`src/kmi_pkg.sv`:
```
package kmi_pkg;
  // ==========================================================
  // register map: printed offsets are indices, byte address = 4 * index
  localparam int          ADDR_W         = 12;
  localparam logic [7:0]  MASK_IDX       = 8'h86;
  localparam logic [7:0]  PATTERN_IDX    = 8'h93;
  localparam logic [7:0]  CONTROL_IDX    = 8'h94;
  localparam logic [7:0]  IRQ_EN_IDX     = 8'hA0;
  localparam logic [7:0]  EVT_STAT_IDX   = 8'hA1;
  localparam logic [7:0]  EVT_MASK_IDX   = 8'hA2;
  // ==========================================================
  // field positions and values after reset
  localparam int          FLAG_BIT       = 0;
  localparam int          POLARITY_BIT   = 1;
  localparam int          KBI_EN_BIT     = 0;
  localparam int          GLB_EN_BIT     = 1;
  localparam logic [7:0]  IMPL_BITS      = 8'h06;
  localparam logic [7:0]  MASK_RST       = 8'h00;
  localparam logic [7:0]  PATTERN_RST    = 8'h06;
  // ==========================================================
  // match must persist this many cycles, i.e. more than six
  localparam logic [2:0]  MATCH_HOLD_CYCLES = 3'h7;
  localparam logic [1:0]  RESP_OKAY      = 2'h0;
  localparam logic [1:0]  RESP_SLVERR    = 2'h2;
  // ==========================================================
  // sticky event bits
  typedef struct packed {
    logic wake;
    logic match;
  } evt_t;
  localparam evt_t        EVT_RST        = '0;
endpackage

```
`src/port_pattern_match_interrupt.sv`:
```
`timescale 1ns/1ps
// Operation
// mask register picks participating port pins
// port continuously compared with pattern register
// polarity one means equal, zero unequal
// flag sets when masked condition holds
// software clears flag by writing zero
// irq while flag, local and global enable
// match must persist over six clocks
// enabled match wakes from idle, power-down
// all-ones pattern, unequal: any key triggers
// pattern bits 1,2 only, reset one
// mask bits 1,2 only, reset zero
// mask effective only while block enabled
// unmasked bits never create or prevent match; with the block disabled the code compares them too
// port synchronised before comparison
module port_pattern_match_interrupt
  import kmi_pkg::*;
(
  input  wire logic              REF_CLK,        // 125 MHz
  input  wire logic              RESET,          // sync, active high
  input  wire logic [7:0]        PORT_IN,        // port pin levels
  input  wire logic              IDLE_MODE,      // cpu in idle
  input  wire logic              POWER_DOWN,     // cpu in power-down
  output logic                   KEY_IRQ,        // match interrupt request
  output logic                   WAKE,           // wake request
  output logic                   EVT_IRQ,        // status/mask interrupt
  input  wire logic [ADDR_W-1:0] S_AXI_AWADDR,   // write address
  input  wire logic              S_AXI_AWVALID,  // write address valid
  output logic                   S_AXI_AWREADY,  // write address ready
  input  wire logic [31:0]       S_AXI_WDATA,    // write data
  input  wire logic [3:0]        S_AXI_WSTRB,    // byte strobes
  input  wire logic              S_AXI_WVALID,   // write data valid
  output logic                   S_AXI_WREADY,   // write data ready
  output logic [1:0]             S_AXI_BRESP,    // write response
  output logic                   S_AXI_BVALID,   // write response valid
  input  wire logic              S_AXI_BREADY,   // write response ready
  input  wire logic [ADDR_W-1:0] S_AXI_ARADDR,   // read address
  input  wire logic              S_AXI_ARVALID,  // read address valid
  output logic                   S_AXI_ARREADY,  // read address ready
  output logic [31:0]            S_AXI_RDATA,    // read data
  output logic [1:0]             S_AXI_RRESP,    // read response
  output logic                   S_AXI_RVALID,   // read data valid
  input  wire logic              S_AXI_RREADY    // read data ready
);

  // ==========================================================
  // state
  logic [7:0]  sync1;
  logic [7:0]  sync2;
  logic [7:0]  key_match_mask;
  logic [7:0]  key_match_pattern;
  logic        match_polarity_select;
  logic        key_match_flag;
  logic        key_match_irq_enable;
  logic        global_irq_enable;
  evt_t        evt_stat;
  evt_t        evt_mask;
  logic [2:0]  hold_cnt;
  logic [7:0]  aw_idx;
  logic        aw_ok;
  logic [7:0]  wdata;
  logic        wlane;

  // ==========================================================
  // port synchroniser; only sync2 is looked at
  always_ff @(posedge REF_CLK) begin
    if (RESET) begin
      sync1 <= 8'hFF;
      sync2 <= 8'hFF;
    end else begin
      sync1 <= PORT_IN;
      sync2 <= sync1;
    end
  end

  // ==========================================================
  // match decode
  logic [7:0]  eff_mask;
  logic [7:0]  diff;
  logic        equal;
  logic        match;
  logic        held;
  logic [2:0]  next_hold_cnt;
  // disabled block compares all implemented pins, mask ignored
  assign eff_mask = (key_match_irq_enable ? key_match_mask : IMPL_BITS)
                    & IMPL_BITS;
  assign diff  = (sync2 ^ key_match_pattern) & eff_mask;
  assign equal = (diff == 8'h00);
  // empty mask never matches, so equal cannot fire vacuously
  assign match = (|eff_mask) &&
                 (match_polarity_select ? equal : !equal);
  assign held  = match && (hold_cnt >= MATCH_HOLD_CYCLES - 3'h1);
  assign next_hold_cnt = !match ? 3'h0 :
                         (hold_cnt == MATCH_HOLD_CYCLES) ? hold_cnt :
                         hold_cnt + 3'h1;

  // ==========================================================
  // bus decode
  logic        wr_commit;
  logic        wr_ctl;
  logic        flag_clr;
  logic [7:0]  ar_idx;
  logic        ar_ok;
  logic [7:0]  rd_data;
  logic        rd_hit;
  logic        wr_hit;
  assign wr_commit = !S_AXI_AWREADY && !S_AXI_WREADY && !S_AXI_BVALID;
  assign wr_ctl    = wr_commit && aw_ok && wlane && (aw_idx == CONTROL_IDX);
  assign flag_clr  = wr_ctl && !wdata[FLAG_BIT];
  assign ar_idx    = S_AXI_ARADDR[9:2];
  assign ar_ok     = (S_AXI_ARADDR[ADDR_W-1:10] == '0);
  assign rd_hit    = ar_ok && (ar_idx == MASK_IDX || ar_idx == PATTERN_IDX ||
                     ar_idx == CONTROL_IDX || ar_idx == IRQ_EN_IDX ||
                     ar_idx == EVT_STAT_IDX || ar_idx == EVT_MASK_IDX);
  assign wr_hit    = aw_ok && (aw_idx == MASK_IDX || aw_idx == PATTERN_IDX ||
                     aw_idx == CONTROL_IDX || aw_idx == IRQ_EN_IDX ||
                     aw_idx == EVT_STAT_IDX || aw_idx == EVT_MASK_IDX);
  // reserved bits read as zero
  assign rd_data =
    !ar_ok                      ? 8'h00 :
    (ar_idx == MASK_IDX)        ? key_match_mask :
    (ar_idx == PATTERN_IDX)     ? key_match_pattern :
    (ar_idx == CONTROL_IDX)     ? {6'h00, match_polarity_select, key_match_flag} :
    (ar_idx == IRQ_EN_IDX)      ? {6'h00, global_irq_enable, key_match_irq_enable} :
    (ar_idx == EVT_STAT_IDX)    ? {6'h00, evt_stat} :
    (ar_idx == EVT_MASK_IDX)    ? {6'h00, evt_mask} : 8'h00;

  // ==========================================================
  // flag and events; a new match outranks a clearing write
  logic        next_flag;
  logic        wake_cond;
  evt_t        ev;
  assign next_flag = held || (key_match_flag && !flag_clr);
  assign wake_cond = key_match_flag && key_match_irq_enable &&
                     (IDLE_MODE || POWER_DOWN);
  assign ev.match  = held && !key_match_flag;
  assign ev.wake   = wake_cond && !WAKE;

  always_ff @(posedge REF_CLK) begin
    if (RESET) begin
      hold_cnt       <= 3'h0;
      key_match_flag <= 1'b0;
      KEY_IRQ        <= 1'b0;
      WAKE           <= 1'b0;
      EVT_IRQ        <= 1'b0;
    end else begin
      hold_cnt       <= next_hold_cnt;
      key_match_flag <= next_flag;
      KEY_IRQ        <= key_match_flag && key_match_irq_enable
                        && global_irq_enable;
      WAKE           <= wake_cond;
      EVT_IRQ        <= |(evt_stat & evt_mask);
    end
  end

  // ==========================================================
  // register writes; w1c status, set wins
  always_ff @(posedge REF_CLK) begin
    if (RESET) begin
      key_match_mask        <= MASK_RST;
      key_match_pattern     <= PATTERN_RST;
      match_polarity_select <= 1'b0;
      key_match_irq_enable  <= 1'b0;
      global_irq_enable     <= 1'b0;
      evt_stat              <= EVT_RST;
      evt_mask              <= EVT_RST;
    end else begin
      evt_stat <= (evt_stat & ~((wr_commit && aw_ok && wlane &&
                  aw_idx == EVT_STAT_IDX) ? evt_t'(wdata[1:0]) : EVT_RST)) | ev;
      if (wr_commit && aw_ok && wlane) begin
        unique case (aw_idx)
          MASK_IDX:     key_match_mask    <= wdata & IMPL_BITS;
          PATTERN_IDX:  key_match_pattern <= wdata & IMPL_BITS;
          CONTROL_IDX:  match_polarity_select <= wdata[POLARITY_BIT];
          IRQ_EN_IDX: begin
            key_match_irq_enable <= wdata[KBI_EN_BIT];
            global_irq_enable    <= wdata[GLB_EN_BIT];
          end
          EVT_MASK_IDX: evt_mask <= evt_t'(wdata[1:0]);
          default:      ;
        endcase
      end
    end
  end

  // ==========================================================
  // axi write channels; one write at a time
  always_ff @(posedge REF_CLK) begin
    if (RESET) begin
      S_AXI_AWREADY <= 1'b1;
      S_AXI_WREADY  <= 1'b1;
      S_AXI_BVALID  <= 1'b0;
      S_AXI_BRESP   <= RESP_OKAY;
      aw_idx        <= 8'h00;
      aw_ok         <= 1'b0;
      wdata         <= 8'h00;
      wlane         <= 1'b0;
    end else begin
      if (S_AXI_AWVALID && S_AXI_AWREADY) begin
        S_AXI_AWREADY <= 1'b0;
        aw_idx        <= S_AXI_AWADDR[9:2];
        aw_ok         <= (S_AXI_AWADDR[ADDR_W-1:10] == '0);
      end
      if (S_AXI_WVALID && S_AXI_WREADY) begin
        S_AXI_WREADY <= 1'b0;
        wdata        <= S_AXI_WDATA[7:0];
        wlane        <= S_AXI_WSTRB[0];
      end
      if (wr_commit) begin
        S_AXI_BVALID <= 1'b1;
        S_AXI_BRESP  <= wr_hit ? RESP_OKAY : RESP_SLVERR;
      end
      if (S_AXI_BVALID && S_AXI_BREADY) begin
        S_AXI_BVALID  <= 1'b0;
        S_AXI_AWREADY <= 1'b1;
        S_AXI_WREADY  <= 1'b1;
      end
    end
  end

  // ==========================================================
  // axi read channels
  always_ff @(posedge REF_CLK) begin
    if (RESET) begin
      S_AXI_ARREADY <= 1'b1;
      S_AXI_RVALID  <= 1'b0;
      S_AXI_RDATA   <= 32'h0000_0000;
      S_AXI_RRESP   <= RESP_OKAY;
    end else if (S_AXI_ARVALID && S_AXI_ARREADY) begin
      S_AXI_ARREADY <= 1'b0;
      S_AXI_RVALID  <= 1'b1;
      S_AXI_RDATA   <= {24'h00_0000, rd_data};
      S_AXI_RRESP   <= rd_hit ? RESP_OKAY : RESP_SLVERR;
    end else if (S_AXI_RVALID && S_AXI_RREADY) begin
      S_AXI_RVALID  <= 1'b0;
      S_AXI_ARREADY <= 1'b1;
    end
  end

  // ==========================================================
  // assertions
  property p_flag_needs_hold;
    @(posedge REF_CLK) disable iff (RESET)
    $rose(key_match_flag) |-> $past(match, 1) && $past(match, 7);
  endproperty
  a_flag_needs_hold: assert property (p_flag_needs_hold)
    else $error("flag rose without seven matching cycles");

  property p_short_ignored;
    @(posedge REF_CLK) disable iff (RESET)
    (!key_match_flag && !match) ##1 (match && !key_match_flag)[*6] ##1 !match
    |=> !key_match_flag;
  endproperty
  a_short_ignored: assert property (p_short_ignored)
    else $error("six-cycle match set the flag");

  property p_sets_after_hold;
    @(posedge REF_CLK) disable iff (RESET)
    match[*7] |=> key_match_flag;
  endproperty
  a_sets_after_hold: assert property (p_sets_after_hold)
    else $error("persistent match did not set flag");

  property p_sticky;
    @(posedge REF_CLK) disable iff (RESET)
    key_match_flag && !flag_clr |=> key_match_flag;
  endproperty
  a_sticky: assert property (p_sticky)
    else $error("flag dropped without clearing write");

  property p_clear;
    @(posedge REF_CLK) disable iff (RESET)
    flag_clr && !held |=> !key_match_flag;
  endproperty
  a_clear: assert property (p_clear)
    else $error("clearing write ignored");

  property p_irq;
    @(posedge REF_CLK) disable iff (RESET)
    (key_match_flag && key_match_irq_enable && global_irq_enable)[*2]
    |-> KEY_IRQ;
  endproperty
  a_irq: assert property (p_irq)
    else $error("interrupt missing while enabled flag set");

  property p_no_irq;
    @(posedge REF_CLK) disable iff (RESET)
    !global_irq_enable |=> !KEY_IRQ;
  endproperty
  a_no_irq: assert property (p_no_irq)
    else $error("interrupt while globally disabled");

  property p_wake;
    @(posedge REF_CLK) disable iff (RESET)
    key_match_flag && key_match_irq_enable && (IDLE_MODE || POWER_DOWN)
    |=> WAKE;
  endproperty
  a_wake: assert property (p_wake)
    else $error("no wake from low power mode");

  property p_unmasked;
    @(posedge REF_CLK) disable iff (RESET)
    key_match_irq_enable && ((key_match_mask & IMPL_BITS) == 8'h00) |-> !match;
  endproperty
  a_unmasked: assert property (p_unmasked)
    else $error("match with no pin enabled");

  property p_impl_bits;
    @(posedge REF_CLK) disable iff (RESET)
    ((key_match_pattern | key_match_mask) & ~IMPL_BITS) == 8'h00;
  endproperty
  a_impl_bits: assert property (p_impl_bits)
    else $error("reserved pattern or mask bit set");

  c_flag_set: cover property (@(posedge REF_CLK) disable iff (RESET)
    $rose(key_match_flag));
  c_irq: cover property (@(posedge REF_CLK) disable iff (RESET) $rose(KEY_IRQ));
  c_wake: cover property (@(posedge REF_CLK) disable iff (RESET) $rose(WAKE));
  c_clear: cover property (@(posedge REF_CLK) disable iff (RESET)
    flag_clr ##1 !key_match_flag);

endmodule // port_pattern_match_interrupt

```
`config.mk`:
```
export PLATFORM = sky130hd
export DESIGN_NAME = port_pattern_match_interrupt
export DESIGN_NICKNAME = d
export VERILOG_FILES = /design/src/kmi_pkg.sv /design/src/port_pattern_match_interrupt.sv
export SDC_FILE = /design/constraint.sdc
export NUM_CORES = 1
export LEC_CHECK = 0
export BUFFER_PORTS_ARGS = -buffer_cell sky130_fd_sc_hd__buf_2
export CORE_ASPECT_RATIO = 1.2
export CORE_MARGIN = 8
export CORE_UTILIZATION = 40
export CTS_CLUSTER_SIZE = 16
export DETAILED_ROUTE_END_ITERATION = 16
export PLACE_DENSITY = 0.72
export SLEW_MARGIN = 25
export SYNTH_ARGS = -nofsm -noshare
export SYNTH_HDL_FRONTEND = slang
export SYNTH_SLANG_ARGS = --single-unit
export TNS_END_PERCENT = 100
```
`constraint.sdc`:
```
create_clock -name REF_CLK -period 2.1 [get_ports REF_CLK]
set_input_delay 0.21 -clock REF_CLK [delete_from_list [all_inputs] [get_ports REF_CLK]]
set_output_delay 0.21 -clock REF_CLK [all_outputs]
set_load 0.01 [all_outputs]
```
* Word level (Yosys, flattened, before mapping)
Index checks and enable logic that the tools add are counted.
** Storage, ports and cells
- Bits in registers :: 64
- Bits in latches :: 0
- Memory bits (writable) :: 0
- Memory bits (read-only) :: 0
- Bits of input ports :: 77
- Output and inout port bits :: 44
- Word-level logic and storage cells :: 121
- Memories :: 0
** Cells by class
- Add/sub/neg operators :: 1
- Multipliers :: 0
- Divide/modulo/power cells :: 0
- Magnitude comparators :: 1
- Eq/ne operators :: 13
- Shift-type cells :: 0
- Multiplexer cells :: 16
- Bitwise gates (word level) :: 7
- Reductions and logical operators :: 55
** Operators with widths (number)
- 8-bit == test (second input constant) :: 12
- 1-bit logical AND :: 22
- 2-bit two-way mux :: 7
- 1-bit logical OR :: 12
- 3-bit two-way mux :: 4
- 2-bit AND reduction :: 5
- 8-bit by 3-bit AND with 8-bit output :: 1
- 1-bit zero test :: 8
- 8-bit zero test :: 1
- 2-bit OR reduction :: 4
- 8-bit by 3-bit XOR with 8-bit output :: 1
- 1-bit two-way mux :: 5
- 2-bit AND :: 2
- 2-bit zero test :: 2
- 3-bit by 1-bit adder with 3-bit output (second input constant) :: 1
- 3-bit == test (second input constant) :: 1
- 3-bit >= comparator (second input constant) :: 1
- 2-bit inverter :: 1
- 2-bit OR :: 1
- 2-bit nonzero test :: 1
- 1-bit inverter :: 1

* Logic depth before layout (Yosys ltp)
- Depth after elaboration :: 10
- Gate-level depth with buffers :: 6

* Least setup slack after synthesis
No wires, ideal clock.
- Kind :: reg-to-reg
- Start :: register S_AXI_WREADY
- End :: register global_irq_enable
- Setup time :: 132 ps
- Data arrival time :: 1677 ps
- Data required time :: 1968 ps
- Slack :: 291 ps
- Cell stages (with the launch flop) :: 7
- Buffers on the path :: 2
- Period minus slack after synthesis :: 1809 ps
- Cell sequence :: dfxtp_1 buf_6 or3_1 buf_6 or4_4 o21ai_1 a21oi_1
** Between the ends
- Word-level cells in the longest chain between the ends :: 6
** Ends and longest elaborated chain
- from (decl) :: line port_pattern_match_interrupt.sv:34 : output logic S_AXI_WREADY,
- from (signal assigned) :: line port_pattern_match_interrupt.sv:192 : S_AXI_WREADY <= 1'b1;
- from (signal assigned) :: line port_pattern_match_interrupt.sv:206 : S_AXI_WREADY <= 1'b0;
- from (signal assigned) :: line port_pattern_match_interrupt.sv:217 : S_AXI_WREADY <= 1'b1;
- 1-bit zero test :: line port_pattern_match_interrupt.sv:108 : assign wr_commit = !S_AXI_AWREADY && !S_AXI_WREADY && !S_AXI_BVALID;
- 1-bit logical AND (2 in a row) :: line port_pattern_match_interrupt.sv:108
- 1-bit logical AND (2 in a row) :: line port_pattern_match_interrupt.sv:171 : if (wr_commit && aw_ok && wlane) begin
- 2-bit AND reduction (no line)
- to (signal assigned) :: line port_pattern_match_interrupt.sv:178 : global_irq_enable <= wdata[GLB_EN_BIT];
- to (decl) :: line port_pattern_match_interrupt.sv:56 : logic global_irq_enable;
No other way between the ends.
A chain may end at the register's enable or synchronous reset.

* Final worst setup path
- Start :: register S_AXI_BVALID
- End :: register global_irq_enable
** Between the ends
- Word-level cells in the longest chain between the ends :: 5
** Ends and longest elaborated chain
- from (decl) :: line port_pattern_match_interrupt.sv:36 : output logic S_AXI_BVALID,
- from (signal assigned) :: line port_pattern_match_interrupt.sv:193 : S_AXI_BVALID <= 1'b0;
- from (signal assigned) :: line port_pattern_match_interrupt.sv:211 : S_AXI_BVALID <= 1'b1;
- from (signal assigned) :: line port_pattern_match_interrupt.sv:215 : S_AXI_BVALID <= 1'b0;
- 1-bit zero test :: line port_pattern_match_interrupt.sv:108
- 1-bit logical AND :: line port_pattern_match_interrupt.sv:108
- 1-bit logical AND (2 in a row) :: line port_pattern_match_interrupt.sv:171
- 2-bit AND reduction (no line)
No other way between the ends.

==> flow_summary.toml <==
[cells_and_area]
final_util_pct = 46.36
fin_nets = 400
seq_area_um2 = 900.9
multi_input_area_um2 = 1252
layout_common_cells = "buf_2 (47), dfxtp_1 (45), conb_1 (31), nand2_1 (27), a21oi_1 (26)"
area_growth_pct = 11.52
drive_above_1_share_pct = 20.94
fill_cells = 577
final_common_cell = "buf_2"
diodes = 0

[die]
start_util_pct = 41.57
die_w_um = 86.06
core-area_um2 = 5668
fp.dieH_um = 100.1
io_pins = 121
die_area_um2 = 8612
rows = 30

[global_route]
grt_pass1_vias = 1994
grt_max_degree = 37
grt-ovfl-total = 0
grt_util_all_layers_pct = 12.27
grt_pass1_wl_mm = 8.728
antenna_found_initial = 0

[yosys]
synth_area_leaders = "dfxtp_1 (38%), buf_4 (9.9%), a21oi_1 (5.5%)"
synth_edf_count = 0
synthCells = 274
synth_ff_type = "dfxtp_1"
avgSynthCellArea_um2 = 8.599
yosys_warnings = 0
yosysTopAreaCellShare_pct = 38.24
yosysSeqAreaShare_pct = 38.24
syn_area_um2 = 2356
synth-seq-cells = 45
synthArstFlopShare_pct = 0
synth_top_area_cell = "dfxtp_1"
ys_types = 49

[clocking]
clk_path_buf_depth = 2
ctsHoldBuffers = 0
cts_tree = "built"
cts-root-buf = "clkbuf_8"
clkSinkCount = 45
cts_buffers = 5
clk_pin_slew_worst_paths_ps = 70
cts_max_level = 2
cts_setup_buffers = 0
cts_resized = 0
clk_latency_ps = 290

[sta]
worst_pin_slew_ps = 541.0
final_hold_viol_count = 0
max_slew_margin_pct = 63.44
period_minus_slack_ps = 1837
skew_ps = 3.097
slew_violations = 0
rsz0062_at_grt = "no"
setup-violations-final = 0
period_share_pct = 87.49
totalNegativeSetupSlack_ps = 0
max_freq_mhz = 544.2
worst_slack_ps = 262.6

[setup_path]
criticalPathCategory = "flip-flop to flip-flop"
cp_max_fo = 8
cp-start-kind = "flip-flop"
timing.rr.end = "global_irq_enable"
cp.arrival_ps = 2000
cp_data_required_time_ps = 2260
worstSetupEndpointType = "flip-flop"
r2r_cells = 4
r2r_start = "S_AXI_BVALID"
r2r_setup_slack_ps = 260

[drt]
drt_iter0_drc = 103
drc = 0
drt-pass1-iter-count = 4
routedWlPerCell_um = 12.99
num_vias = 1979
vias_per_cell = 4.948
ant_nets = 0
wirelength_mm = 5.196

[place]
detailedPlace.worstSlack_ps = 268.8
hpwl_mm = 4.098
place_congestion = 0.8156
port_buffers = 47

[min_path]
hold_path_class = "primary input to flip-flop"
worstHoldEndpoint = "sync1[2]"
holdCritStartpoint = "PORT_IN[2]"
hold_depth = 2

[pwr]
leakagePower_nw = 1.055
p_per_area_nw_per_um2 = 619.1
ir_drop_uv = 477.9
finalPower_mw = 1.627

[run]
cap_violations = 0

[status]
outcome = "finished, final reports clean"
==> metal layers <==
metal / global-route usage [%] / routed length, um / vias up
met1: 14.28 / 2377 / 904
li1: - / - / 1005
met5: 0 / 0 / -
met4: 4.865 / 93 / 0
met3: 3.843 / 363 / 9
met2: 20.30 / 2361 / 61
==> cell families (layout without fill, tap and decap cells) <==
kind of cell / Yosys count / in the layout / share of synthesized area, %
adders and majority gates: 3 / 3 / 1.593
DFF: 45 / 45 / 38.24
other: 1 / 31 / 0.1592
and+or+nand+nor: 106 / 106 / 26.02
AOI/OAI and AO/OA: 54 / 54 / 14.13
xor gates and xnor gates: 6 / 6 / 2.230
buffers and inverters: 49 / 65 / 13.38
muxes: 10 / 10 / 4.249
==> area by class of cell <==
class,count,area share (%)
Clock buffer,7,3.286
Inverter,8,1.143
Multi-Input combinational cell,210,47.67
Sequential cell,45,34.29
Tap cell,80,3.810
Timing Repair Buffer,50,9.810
==> through the flow <==
step | std cells | hold WS (ps) | area, um^2
2_1_floorplan | 304 | 310.4 | 2469
6_report | 400 | 102.9 | 2628
3_5_place_dp | 393 | 393.7 | 2541
3_3_place_gp | 393 | 393.8 | 2541
4_1_cts | 400 | 94.94 | 2628
5_1_grt | 400 | 92.74 | 2628
==> cells in the mapped netlist, types with 6 or more instances <==
cell type,number
a21oi_1,26
nor3_1,11
nor2_1,10
nand2b_1,7
dfxtp_1,45
inv_1,8
clkbuf_1,8
mux2i_1,10
nand2_1,27
o21ai_0,6
buf_4,31
nand3_1,16
==> how the worst max path moves through the flow <==
stage	cells past startpoint	slack [ps]	endpoint	from
2_1_floorplan	6	290	global_irq_enable	S_AXI_WREADY
3_3_place_gp	4	310	key_match_irq_enable	S_AXI_BVALID
3_5_place_dp	4	270	global_irq_enable	S_AXI_BVALID
4_1_cts	4	260	global_irq_enable	S_AXI_BVALID
5_1_grt	4	130	key_match_pattern[1]	aw_idx[3]
6_report	4	260	global_irq_enable	S_AXI_BVALID
==> registers in the layout, indices dropped and copies added (netlist names), 2 cells and up <==
name,flops
key_match_pattern,2
S_AXI_RDATA,3
sync1,2
evt_mask,2
hold_cnt,3
key_match_mask,2
wdata,3
sync2,2
aw_idx,8
evt_stat,2
==> critical path, cell delays in order, from the launching register on <==
cell and delay (ps):
dfxtp_1 350, or3_1 550, or4_4 620, o21ai_1 140, a21oi_1 70
==> where the power goes <==
group	total, mW	internal (mW)	switching, mW
clock	0.520	0.261	0.259
combinational	0.199	0.0753	0.124
sequential	0.908	0.881	0.0264
total	1.63	1.22	0.409
Power figures use the tool's default switching activity.
